### src/inc/rtq_pkg.sv
// Constants for the reload timer with fixed-priority interrupt vectoring
// Operation
// - Counter steps per 12 clocks or pin falling edge
// - Source-select bit picks internal or pin source
// - Counting only while run-enable is set
// - Low and high bytes count as one pair
// - Overflow loads count pair from reload pair
// - Reload never alters the reload registers
// - Overflow sets flag, raises interrupt if enabled
// - Flags behave like classic timer and interrupt flags
// - Control register bit order, external pairs swapped
// - Fixed priority: external A, overflow, external B
// - Vectors 000, 003, 00B, 013
// - Control and enable registers bit addressable
package rtq_pkg;
    // Register offsets
    localparam logic [7:0] OFS_TIMER_CONTROL = 8'h88;
    localparam logic [7:0] OFS_COUNT_LOW = 8'h8a;
    localparam logic [7:0] OFS_RELOAD_LOW = 8'h8b;
    localparam logic [7:0] OFS_COUNT_HIGH = 8'h8c;
    localparam logic [7:0] OFS_RELOAD_HIGH = 8'h8d;
    localparam logic [7:0] OFS_INTERRUPT_ENABLE = 8'ha8;
    // Bit-address groups: byte offset with the low three bits dropped
    localparam logic [4:0] BIT_GRP_TIMER_CONTROL = 5'h11;
    localparam logic [4:0] BIT_GRP_INTERRUPT_ENABLE = 5'h15;
    // Timer control field positions
    localparam int POS_PIN_QUALIFY = 7;
    localparam int POS_SOURCE_SELECT = 6;
    localparam int POS_OVERFLOW_FLAG = 5;
    localparam int POS_RUN_ENABLE = 4;
    localparam int POS_EXT_A_EDGE_FLAG = 3;
    localparam int POS_EXT_A_TRIGGER_TYPE = 2;
    localparam int POS_EXT_B_EDGE_FLAG = 1;
    localparam int POS_EXT_B_TRIGGER_TYPE = 0;
    // Interrupt enable field positions
    localparam int POS_GLOBAL_IRQ_ENABLE = 7;
    localparam int POS_EXT_B_IRQ_ENABLE = 2;
    localparam int POS_TIMER_IRQ_ENABLE = 1;
    localparam int POS_EXT_A_IRQ_ENABLE = 0;
    // Reset values
    localparam logic [7:0] RST_TIMER_CONTROL = 8'h00;
    localparam logic [7:0] RST_BYTE = 8'h00;
    localparam logic [7:0] RST_INTERRUPT_ENABLE = 8'h00;
    // Vectors
    localparam logic [7:0] VEC_RESET = 8'h00;
    localparam logic [7:0] VEC_EXT_A = 8'h03;
    localparam logic [7:0] VEC_TIMER = 8'h0b;
    localparam logic [7:0] VEC_EXT_B = 8'h13;
    // Internal source divides the clock by twelve
    localparam logic [3:0] PRESCALE_LAST = 4'hb;
    localparam logic [15:0] COUNT_MAX = 16'hffff;
endpackage : rtq_pkg

### src/hw/rtq_sync.sv
// Two-flop synchroniser for a bundle of asynchronous pin levels
module rtq_sync #(
    parameter int WIDTH = 3
) (
    // Clock and reset
    input wire logic clock_in,
    input wire logic rst_n_in,
    // Pins
    input wire logic [WIDTH-1:0] async_in,
    output logic [WIDTH-1:0] sync_out
);
    logic [WIDTH-1:0] meta_reg;

    // Pins idle high, so reset to one to avoid a false falling edge
    always_ff @(posedge clock_in) begin
        if (!rst_n_in) begin
            meta_reg <= '1;
            sync_out <= '1;
        end else begin
            meta_reg <= async_in;
            sync_out <= meta_reg;
        end
    end
endmodule // rtq_sync

### src/hw/rtq_timer.sv
// Auto-reload 16-bit timer/counter with control, enables and fixed-priority vectoring
module rtq_timer (
    // Clock and reset
    input wire logic clock_in,
    input wire logic rst_n_in,
    // Byte register access
    input wire logic [7:0] sfr_addr_in,
    input wire logic sfr_wr_in,
    input wire logic [7:0] sfr_wdata_in,
    input wire logic sfr_rd_in,
    output logic [7:0] sfr_rdata_out,
    // Single-bit register access
    input wire logic [7:0] bit_addr_in,
    input wire logic bit_wr_in,
    input wire logic bit_wdata_in,
    input wire logic bit_rd_in,
    output logic bit_rdata_out,
    // Pins
    input wire logic count_input_pin_in,
    input wire logic ext_irq_pin_a_in,
    input wire logic ext_irq_pin_b_in,
    // Interrupt vectoring
    input wire logic irq_ack_in,
    output logic irq_req_out,
    output logic [7:0] irq_vector_out
);
    typedef struct packed {
        logic [3:0] prescale;
        logic [15:0] count;
        logic [15:0] reload;
        logic [7:0] ctrl;
        logic [7:0] irq_en;
        logic t_prev;
        logic a_prev;
        logic b_prev;
        logic [7:0] sfr_rdata;
        logic bit_rdata;
        logic irq_req;
        logic [7:0] irq_vector;
    } rtq_state_s;

    rtq_state_s st_reg;
    rtq_state_s st_next;
    logic [2:0] pins_sync;
    logic t_sync;
    logic a_sync;
    logic b_sync;
    logic tick_int;
    logic t_fall;
    logic run_ok;
    logic count_inc;
    logic wrap;
    logic req_a;
    logic req_t;
    logic req_b;
    logic wr_count;
    logic wr_reload;

    rtq_sync #(.WIDTH(3)) u_sync (
        .clock_in(clock_in),
        .rst_n_in(rst_n_in),
        .async_in({count_input_pin_in, ext_irq_pin_a_in, ext_irq_pin_b_in}),
        .sync_out(pins_sync)
    );
    assign t_sync = pins_sync[2];
    assign a_sync = pins_sync[1];
    assign b_sync = pins_sync[0];

    ////////////////////////////////////////////////////////////////////////////
    // Count enable and source
    assign tick_int = (st_reg.prescale == rtq_pkg::PRESCALE_LAST);
    assign t_fall = st_reg.t_prev & ~t_sync;
    assign run_ok = st_reg.ctrl[rtq_pkg::POS_RUN_ENABLE] &
        (~st_reg.ctrl[rtq_pkg::POS_PIN_QUALIFY] | a_sync);
    assign count_inc = run_ok &
        (st_reg.ctrl[rtq_pkg::POS_SOURCE_SELECT] ? t_fall : tick_int);
    assign wrap = count_inc & (st_reg.count == rtq_pkg::COUNT_MAX);
    assign wr_count = sfr_wr_in & ((sfr_addr_in == rtq_pkg::OFS_COUNT_LOW) |
        (sfr_addr_in == rtq_pkg::OFS_COUNT_HIGH));
    assign wr_reload = sfr_wr_in & ((sfr_addr_in == rtq_pkg::OFS_RELOAD_LOW) |
        (sfr_addr_in == rtq_pkg::OFS_RELOAD_HIGH));

    // Pending requests, each gated by own and global enable
    assign req_a = st_reg.ctrl[rtq_pkg::POS_EXT_A_EDGE_FLAG] &
        st_reg.irq_en[rtq_pkg::POS_EXT_A_IRQ_ENABLE] &
        st_reg.irq_en[rtq_pkg::POS_GLOBAL_IRQ_ENABLE];
    assign req_t = st_reg.ctrl[rtq_pkg::POS_OVERFLOW_FLAG] &
        st_reg.irq_en[rtq_pkg::POS_TIMER_IRQ_ENABLE] &
        st_reg.irq_en[rtq_pkg::POS_GLOBAL_IRQ_ENABLE];
    assign req_b = st_reg.ctrl[rtq_pkg::POS_EXT_B_EDGE_FLAG] &
        st_reg.irq_en[rtq_pkg::POS_EXT_B_IRQ_ENABLE] &
        st_reg.irq_en[rtq_pkg::POS_GLOBAL_IRQ_ENABLE];

    ////////////////////////////////////////////////////////////////////////////
    // Next state
    always_comb begin
        st_next = st_reg;
        st_next.t_prev = t_sync;
        st_next.a_prev = a_sync;
        st_next.b_prev = b_sync;
        // Prescaler runs free, so the first tick after run-enable can come early
        st_next.prescale = tick_int ? 4'h0 : st_reg.prescale + 4'h1;
        if (count_inc) begin
            st_next.count = wrap ? st_reg.reload : st_reg.count + 16'h0001;
        end
        // Software byte writes win over counting
        if (sfr_wr_in) begin
            case (sfr_addr_in)
                rtq_pkg::OFS_TIMER_CONTROL: st_next.ctrl = sfr_wdata_in;
                rtq_pkg::OFS_COUNT_LOW: st_next.count[7:0] = sfr_wdata_in;
                rtq_pkg::OFS_COUNT_HIGH: st_next.count[15:8] = sfr_wdata_in;
                rtq_pkg::OFS_RELOAD_LOW: st_next.reload[7:0] = sfr_wdata_in;
                rtq_pkg::OFS_RELOAD_HIGH: st_next.reload[15:8] = sfr_wdata_in;
                rtq_pkg::OFS_INTERRUPT_ENABLE: st_next.irq_en = sfr_wdata_in;
                default: st_next.irq_en = st_next.irq_en;
            endcase
        end
        if (bit_wr_in) begin
            if (bit_addr_in[7:3] == rtq_pkg::BIT_GRP_TIMER_CONTROL) begin
                st_next.ctrl[bit_addr_in[2:0]] = bit_wdata_in;
            end else if (bit_addr_in[7:3] == rtq_pkg::BIT_GRP_INTERRUPT_ENABLE) begin
                st_next.irq_en[bit_addr_in[2:0]] = bit_wdata_in;
            end
        end
        // Vectoring clears the served flag, like the classic core
        if (irq_ack_in && st_reg.irq_req) begin
            case (st_reg.irq_vector)
                rtq_pkg::VEC_EXT_A: st_next.ctrl[rtq_pkg::POS_EXT_A_EDGE_FLAG] = 1'b0;
                rtq_pkg::VEC_TIMER: st_next.ctrl[rtq_pkg::POS_OVERFLOW_FLAG] = 1'b0;
                rtq_pkg::VEC_EXT_B: st_next.ctrl[rtq_pkg::POS_EXT_B_EDGE_FLAG] = 1'b0;
                default: st_next.ctrl = st_next.ctrl;
            endcase
        end
        // Hardware sets last so an event in a clear cycle is kept
        if (wrap) begin
            st_next.ctrl[rtq_pkg::POS_OVERFLOW_FLAG] = 1'b1;
        end
        if (st_reg.ctrl[rtq_pkg::POS_EXT_A_TRIGGER_TYPE]) begin
            if (st_reg.a_prev && !a_sync) begin
                st_next.ctrl[rtq_pkg::POS_EXT_A_EDGE_FLAG] = 1'b1;
            end
        end else begin
            st_next.ctrl[rtq_pkg::POS_EXT_A_EDGE_FLAG] = ~a_sync;
        end
        if (st_reg.ctrl[rtq_pkg::POS_EXT_B_TRIGGER_TYPE]) begin
            if (st_reg.b_prev && !b_sync) begin
                st_next.ctrl[rtq_pkg::POS_EXT_B_EDGE_FLAG] = 1'b1;
            end
        end else begin
            st_next.ctrl[rtq_pkg::POS_EXT_B_EDGE_FLAG] = ~b_sync;
        end
        // Read data, unmapped reads return zero
        if (sfr_rd_in) begin
            case (sfr_addr_in)
                rtq_pkg::OFS_TIMER_CONTROL: st_next.sfr_rdata = st_reg.ctrl;
                rtq_pkg::OFS_COUNT_LOW: st_next.sfr_rdata = st_reg.count[7:0];
                rtq_pkg::OFS_COUNT_HIGH: st_next.sfr_rdata = st_reg.count[15:8];
                rtq_pkg::OFS_RELOAD_LOW: st_next.sfr_rdata = st_reg.reload[7:0];
                rtq_pkg::OFS_RELOAD_HIGH: st_next.sfr_rdata = st_reg.reload[15:8];
                rtq_pkg::OFS_INTERRUPT_ENABLE: st_next.sfr_rdata = st_reg.irq_en;
                default: st_next.sfr_rdata = 8'h00;
            endcase
        end
        if (bit_rd_in) begin
            if (bit_addr_in[7:3] == rtq_pkg::BIT_GRP_TIMER_CONTROL) begin
                st_next.bit_rdata = st_reg.ctrl[bit_addr_in[2:0]];
            end else if (bit_addr_in[7:3] == rtq_pkg::BIT_GRP_INTERRUPT_ENABLE) begin
                st_next.bit_rdata = st_reg.irq_en[bit_addr_in[2:0]];
            end else begin
                st_next.bit_rdata = 1'b0;
            end
        end
        // Fixed single-level priority
        st_next.irq_req = req_a | req_t | req_b;
        if (req_a) begin
            st_next.irq_vector = rtq_pkg::VEC_EXT_A;
        end else if (req_t) begin
            st_next.irq_vector = rtq_pkg::VEC_TIMER;
        end else if (req_b) begin
            st_next.irq_vector = rtq_pkg::VEC_EXT_B;
        end else begin
            st_next.irq_vector = rtq_pkg::VEC_RESET;
        end
    end

    always_ff @(posedge clock_in) begin
        if (!rst_n_in) begin
            st_reg.prescale <= 4'h0;
            st_reg.count <= {rtq_pkg::RST_BYTE, rtq_pkg::RST_BYTE};
            st_reg.reload <= {rtq_pkg::RST_BYTE, rtq_pkg::RST_BYTE};
            st_reg.ctrl <= rtq_pkg::RST_TIMER_CONTROL;
            st_reg.irq_en <= rtq_pkg::RST_INTERRUPT_ENABLE;
            st_reg.t_prev <= 1'b1;
            st_reg.a_prev <= 1'b1;
            st_reg.b_prev <= 1'b1;
            st_reg.sfr_rdata <= 8'h00;
            st_reg.bit_rdata <= 1'b0;
            st_reg.irq_req <= 1'b0;
            st_reg.irq_vector <= rtq_pkg::VEC_RESET;
        end else begin
            st_reg <= st_next;
        end
    end

    assign sfr_rdata_out = st_reg.sfr_rdata;
    assign bit_rdata_out = st_reg.bit_rdata;
    assign irq_req_out = st_reg.irq_req;
    assign irq_vector_out = st_reg.irq_vector;
endmodule // rtq_timer

### config.mk
export PLATFORM = sky130hd
export DESIGN_NAME = rtq_timer
export DESIGN_NICKNAME = d
export VERILOG_FILES = /design/src/inc/rtq_pkg.sv /design/src/hw/rtq_sync.sv /design/src/hw/rtq_timer.sv
export SDC_FILE = /design/constraint.sdc
export NUM_CORES = 1
export LEC_CHECK = 0
export CAP_MARGIN = 10
export CORE_UTILIZATION = 30
export DETAILED_ROUTE_END_ITERATION = 6
export DONT_BUFFER_PORTS = 1
export PLACE_DENSITY = 0.53
export SYNTH_ARGS = -nofsm -noshare
export SYNTH_HDL_FRONTEND = slang
export SYNTH_SLANG_ARGS = --single-unit
### constraint.sdc
create_clock -name clock_in -period 5 [get_ports clock_in]
set_input_delay 0.25 -clock clock_in [delete_from_list [all_inputs] [get_ports clock_in]]
set_output_delay 0.25 -clock clock_in [all_outputs]
set_load 0.01 [all_outputs]
### After elaboration in Yosys (flattened, before gate mapping)

Index checks and enable logic that the tools add are counted.

* add/subtract/negate cells: 2
* $lt $le $gt $ge: 2
* equal/unequal tests: 13
* multiplexer cells: 37
* bitwise operators: 18
* reductions and logical operators: 11

Operators with widths (number)
* 8-bit 2-to-1 mux: 9
* 8-bit equality test, second input constant: 6
* 16-bit 2-to-1 mux: 3
* 48-bit 2-to-1 mux: 1
* 8-bit one-hot mux with 6 select lines: 1
* 16-bit by 1-bit adder with 16-bit output, second input constant: 1
* 8-bit bitwise mux: 2
* 16-bit equality test, second input constant: 1
* 5-bit equality test, second input constant: 3
* 1-bit 2-to-1 mux: 14
* 1-bit bitwise AND: 10
* 1-bit binary-select mux with 3-bit select: 2
* 6-bit 2-to-1 mux: 1
* 5-bit by 2-bit equality test with 1-bit output, second input constant: 1
* 5-bit by 4-bit equality test with 1-bit output, second input constant: 1
* 5-bit 2-to-1 mux: 1
* 1-bit NOT: 5
* 4-bit by 1-bit adder with 4-bit output, second input constant: 1
* 4-bit equality test, second input constant: 1
* 1-bit logical AND: 4
* 3-bit by 4-bit less-than comparator with 1-bit output, second input constant: 1
* 4-bit 2-to-1 mux: 1
* 2-bit AND reduction: 2
* 2-bit OR reduction: 2
* other kinds (6): 9

* bits in registers: 76

### Logic depth before layout (Yosys ltp)

* depth after elaboration: 17
* depth in mapped cells: 8
* gate-level depth less buffers: 6

### Modules after synthesis

A second synthesis with hierarchy kept.

* cells, all modules: 501
* area total of the unflattened synthesis: 4379.2 um^2

By module, submodules not included
* rtq_timer: times used 1, cells each 489, area each 4221.5 um^2, sequential area each 1361.3 um^2
* rtq_sync: times used 1, cells each 12, area each 157.7 um^2, sequential area each 120.1 um^2

### Worst setup path before layout

No wires, ideal clock.

* path kind: register to register
* from: reg st_reg[53] (netlist bit)
* to: reg st_reg[63] (netlist bit)
* setup time: 123 ps
* arrival time: 1703 ps
* setup slack: 3174 ps
* cell stages (with the launch flop): 8
* path buffers: 1
* cells stage by stage: dfxtp_1 -> ha_1 -> nand2_1 -> or3_1 -> buf_6 -> o31a_1 -> a211oi_2 -> o21ai_0

* cells in the longest elaborated chain, start to end: 6

Ends and longest elaborated chain
* start, declared: line rtq_timer.sv:42 `rtq_state_s st_reg;`
* start signal, assigned: line rtq_timer.sv:201 `st_reg <= st_next;`
* branches (longest 2 deep; another with 16-bit by 1-bit adder with 16-bit output)
* 16-bit 2-to-1 mux *: line rtq_timer.sv:104 `st_next.count = wrap ? st_reg.reload : st_reg.count + 16'h0001;`
* 16-bit 2-to-1 mux *: line rtq_timer.sv:103 `if (count_inc) begin`
* 8-bit 2-to-1 mux: line rtq_timer.sv:108 `case (sfr_addr_in)`
* 48-bit 2-to-1 mux *: line rtq_timer.sv:107 `if (sfr_wr_in) begin`

Every way passes the cells marked *.
A chain may end at the register's enable or synchronous reset.

### Worst setup path in the final report

* from: reg st_reg[69] (netlist bit)
* to: reg st_reg[66] (netlist bit)

* cells in the longest elaborated chain, start to end: 8

Ends and longest elaborated chain
* 4-bit equality test *: line rtq_timer.sv:71 `assign tick_int = (st_reg.prescale == rtq_pkg::PRESCALE_LAST);`
* 1-bit 2-to-1 mux *: line rtq_timer.sv:76 `(st_reg.ctrl[rtq_pkg::POS_SOURCE_SELECT] ? t_fall : tick_int);`
* 1-bit bitwise AND *: line rtq_timer.sv:75 `assign count_inc = run_ok &`
* 1-bit bitwise AND: line rtq_timer.sv:77 `assign wrap = count_inc & (st_reg.count == rtq_pkg::COUNT_MAX);`
* 16-bit 2-to-1 mux: line rtq_timer.sv:104
* 16-bit 2-to-1 mux *: line rtq_timer.sv:103
* 8-bit 2-to-1 mux: line rtq_timer.sv:108
* 48-bit 2-to-1 mux *: line rtq_timer.sv:107

Every way passes the cells marked *; elsewhere a longest branch is shown, timed or not.

==> metrics.md <==
| Metric | Value |
|---|---|
| Sw frac | `0.241` |
| Worst-Margin Slew | `about 0.89 ns` |
| Gate power share | `0.040` |
| Post-DRT Antenna Nets | `0` |
| Mean area per synthesized cell | `8.71 sq um` |
| TritonCTS clock tree | `done` |
| H-tree depth | `3` |
| Post_cts resized | `0` |
| Post-DP HPWL | `9.41 mm` |
| MaxCap Viol Count | `0` |
| Vias | `~3800` |
| CP max FO | `18` |
| Pwr dens | `281 nW/um^2` |
| Ratio of final minimum period to clock period | `0.496` |
| Wire length per cell | `20.4 microns` |
| Hold Worst Slack | `about 0.016 ns` |
| Row Count | `43` |
| Reg power frac | `0.472` |
| Clock root cell | `clkbuf_16` |
| First-pass GRT wire length | `20.6 mm` |
| RSZ-0062 raised after global routing | `no` |
| Clock Power Share | `0.489` |
| Rel. slew slack | `0.403` |
| Die area | `14700 sq um` |
| Core area | `13900 sq um` |
| Final hold vios | `0` |
| Static Leak | `1.53 nW` |
| Required time of the critical path | `5.24 ns` |
| Status | `completed` |
| CTS clock-pin slew for the worst setup and hold paths | `0.06 ns` |
| Yosys warns | `0` |
| Post-synth EDFFs | `0` |
| Grt ovf | `0` |
| CP Class | `register to register` |
| Fin crit period | `2.48 ns` |
| Port buffer count | `0` |
| Share of layout cells above drive strength 1 | `0.0996` |
| Antenna diodes | `0` |
| Largest net degree at the start of global routing | `36` |
| Seq/Total Area, Yosys | `0.346` |
| Synth top area share | `0.346` |
| Worst VDD drop | `~0.18 mV` |
| Pint | `0.976 mW` |
| Hold Path Class | `primary input to register` |
| Area added between synthesis and finish | `7.17%` |
| Pins over their slew limit | `0` |
| Clk_skew | `between 0.005 and 0.006 ns` |
| Critical R2R Capture | `st_reg[66]$_SDFF_PN0_` |
| DRT Wirelength | `about 13 mm` |
| Post-CTS Hold Fix Bufs | `6` |
| GR Util All Layers | `0.190` |
| Primary FF master, synth | `dfxtp_1` |
| Clock Path Buffers | `2` |
| CTS Buf Count | `9` |
| Clock latency on the worst-skew pair | `approximately 0.35 ns` |
| Reg2Reg Depth | `6` |
| Endpoint class of the critical path | `register` |
| Mapped Area | `4280 sq um` |
| Fmax | `0.403 GHz` |
| # DRC | `0` |
| Area leader, netlist | `dfxtp_1` |
| R2R setup slack | `between 2 and 3 ns` |
| Crit path DAT | `2.72 ns` |
| Startpoint Class | `register` |
| Finish-stage setup viols | `0` |
| Seq cells post-synth | `74` |
| Setup crit end | `st_reg[66]$_SDFF_PN0_` |
| Yosys cell types | `75` |
| Final-layout fill cell count | `1456` |
| Buffer count from post-CTS setup fixing | `0` |
| Effective utilization at floorplan | `0.308` |
| Vias per inst | `5.78` |
| CTS sink count | `74` |
| DRT iter0 DRCs | `~370` |
| Vias in the first global route | `3637` |
| TNS Setup | `0 ns` |
| Die Wd | `121 microns` |
| Max FFs per register | `55` |
| First drt pass iteration count | `6` |
| Crit path from | `st_reg[69]$_SDFF_PP0_` |
| Die Span Y | `between 100 and 150 microns` |
| Cells after Synth | `491` |
| GP Congestion | `0.920` |
| Post-synth ARST share | `0` |
| Reg2reg start | `st_reg[69]$_SDFF_PP0_` |
| Largest cells by area after synthesis | `dfxtp_1 35%, mux2i_1 9.1%, o21ai_0 4.3%` |
| Final Net Count | `504` |
| Boundary Pins | `53` |
| Initial antenna violation count | `0` |
| Net switching power | `0.310 mW` |
[worst max-delay path, stage by stage (launching register included)]
cell	delay [ns]
dfxtp_1	0.32
ha_1	0.23
nand3b_1	0.14
nor2b_1	0.73
nor2_2	0.35
and3_1	0.25
o41ai_1	0.32
[power groups by stage]
stage	registers (mW)	clock network [mW]	logic [mW]
finish	0.607	0.629	0.0508
global route	0.607	0.670	0.0569
CTS	0.607	0.646	0.0508
detailed placement	0.620	0	0.0455
global placement	0.620	0	0.0450
floorplan	0.616	0	0.0594
[logic make-up after synthesis]
| family | count (synthesis) | share of synthesized area |
|---|---|---|
| compound gates | 135 | 0.213 |
| other cells | 1 | 0.000877 |
| xor+xnor | 3 | 0.00614 |
| simple gates | 177 | 0.245 |
| fa+ha+maj | 2 | 0.00585 |
| mux | 46 | 0.110 |
| buf+inv | 53 | 0.0728 |
| flops | 74 | 0.346 |
[metrics by stage]
step                      cells  instance area [sq um]  total power [mW]  setup slack [ns]   util
final                       652                   4580              1.29              2.52  0.330
after global routing        652                   4580              1.33              2.38  0.330
after CTS                   652                   4580              1.30              2.52  0.330
after detailed placement    630                   4240             0.665              2.48  0.305
after global placement      630                   4240             0.665              2.55  0.305
after floorplan             494                   4290             0.675              3.17      -
[layout make-up]
class | instances | area [sq um] | share of cell area
multi-input combinational | 367 | 2500 | 0.544
sequential | 74 | 1480 | 0.323
clock buffer | 10 | 239 | 0.0521
tap | 180 | 225 | 0.0491
timing repair buffer | 6 | 60.1 | 0.0131
clock inverter | 6 | 48.8 | 0.0106
inverter | 9 | 33.8 | 0.00737
[per-layer routing]
metal,routed length [microns],global-route usage,vias to the layer above
met5,0,0,-
met4,342,0.0756,0
met3,972,0.0644,28
met2,6050,0.288,132
met1,5920,0.244,1834
li1,-,-,1773
[cell usage after synthesis, drive strengths merged, types with 3 or more instances]
library cell   n
mux2           7
nand4          3
nand2         38
a32o           3
mux2i         39
nor3          10
a22oi          8
buf           27
nor2          34
o21ai         41
inv            8
dfxtp         74
nand2b        14
or2            7
xnor2          3
a221o          5
o22ai          4
o311a          6
or3            5
nand3b         9
o221a          3
a41oi          3
a221oi         5
a21oi         28
nand3         24
nor4           9
a31oi          7
clkbuf        17
nor2b          5
and3           5
[how the worst min path moves through the flow]
stage | startpoint | endpoint | depth (start not counted)
after floorplan | rst_n_in | st_reg[18]$_SDFF_PN1_ | 1
after global placement | sfr_rd_in | sfr_rdata_out[7]$_SDFFE_PN0P_ | 1
after detailed placement | rst_n_in | u_sync.meta_reg[2]$_SDFF_PN1_ | 1
after CTS | sfr_wdata_in[3] | st_reg[64]$_SDFF_PN0_ | 2
after global routing | sfr_wdata_in[4] | st_reg[65]$_SDFF_PN0_ | 2
final | sfr_wdata_in[3] | st_reg[64]$_SDFF_PN0_ | 2
[cells in the final DEF (no fill, tap or decap), types with 4 or more instances in the layout]
cell and count:
dfxtp_1 74, mux2i_1 39, nand2_1 38, o21ai_0 37
nor2_1 31, a21oi_1 28, nand3_1 24, nand2b_1 14
nand3b_1 9, clkbuf_16 9, nor3_1 8, inv_1 8
a22oi_1 8, mux2_2 7, a31oi_1 7, o311a_1 6
or2_2 6, dlygate4sd3_1 6, a221o_1 5, nor2b_1 5
a221oi_1 5, o21ai_1 4, or3_1 4, and3_1 4
nor4_1 4, o22ai_1 4, conb_1 4
Note: power is estimated with default switching activity, not from simulation.
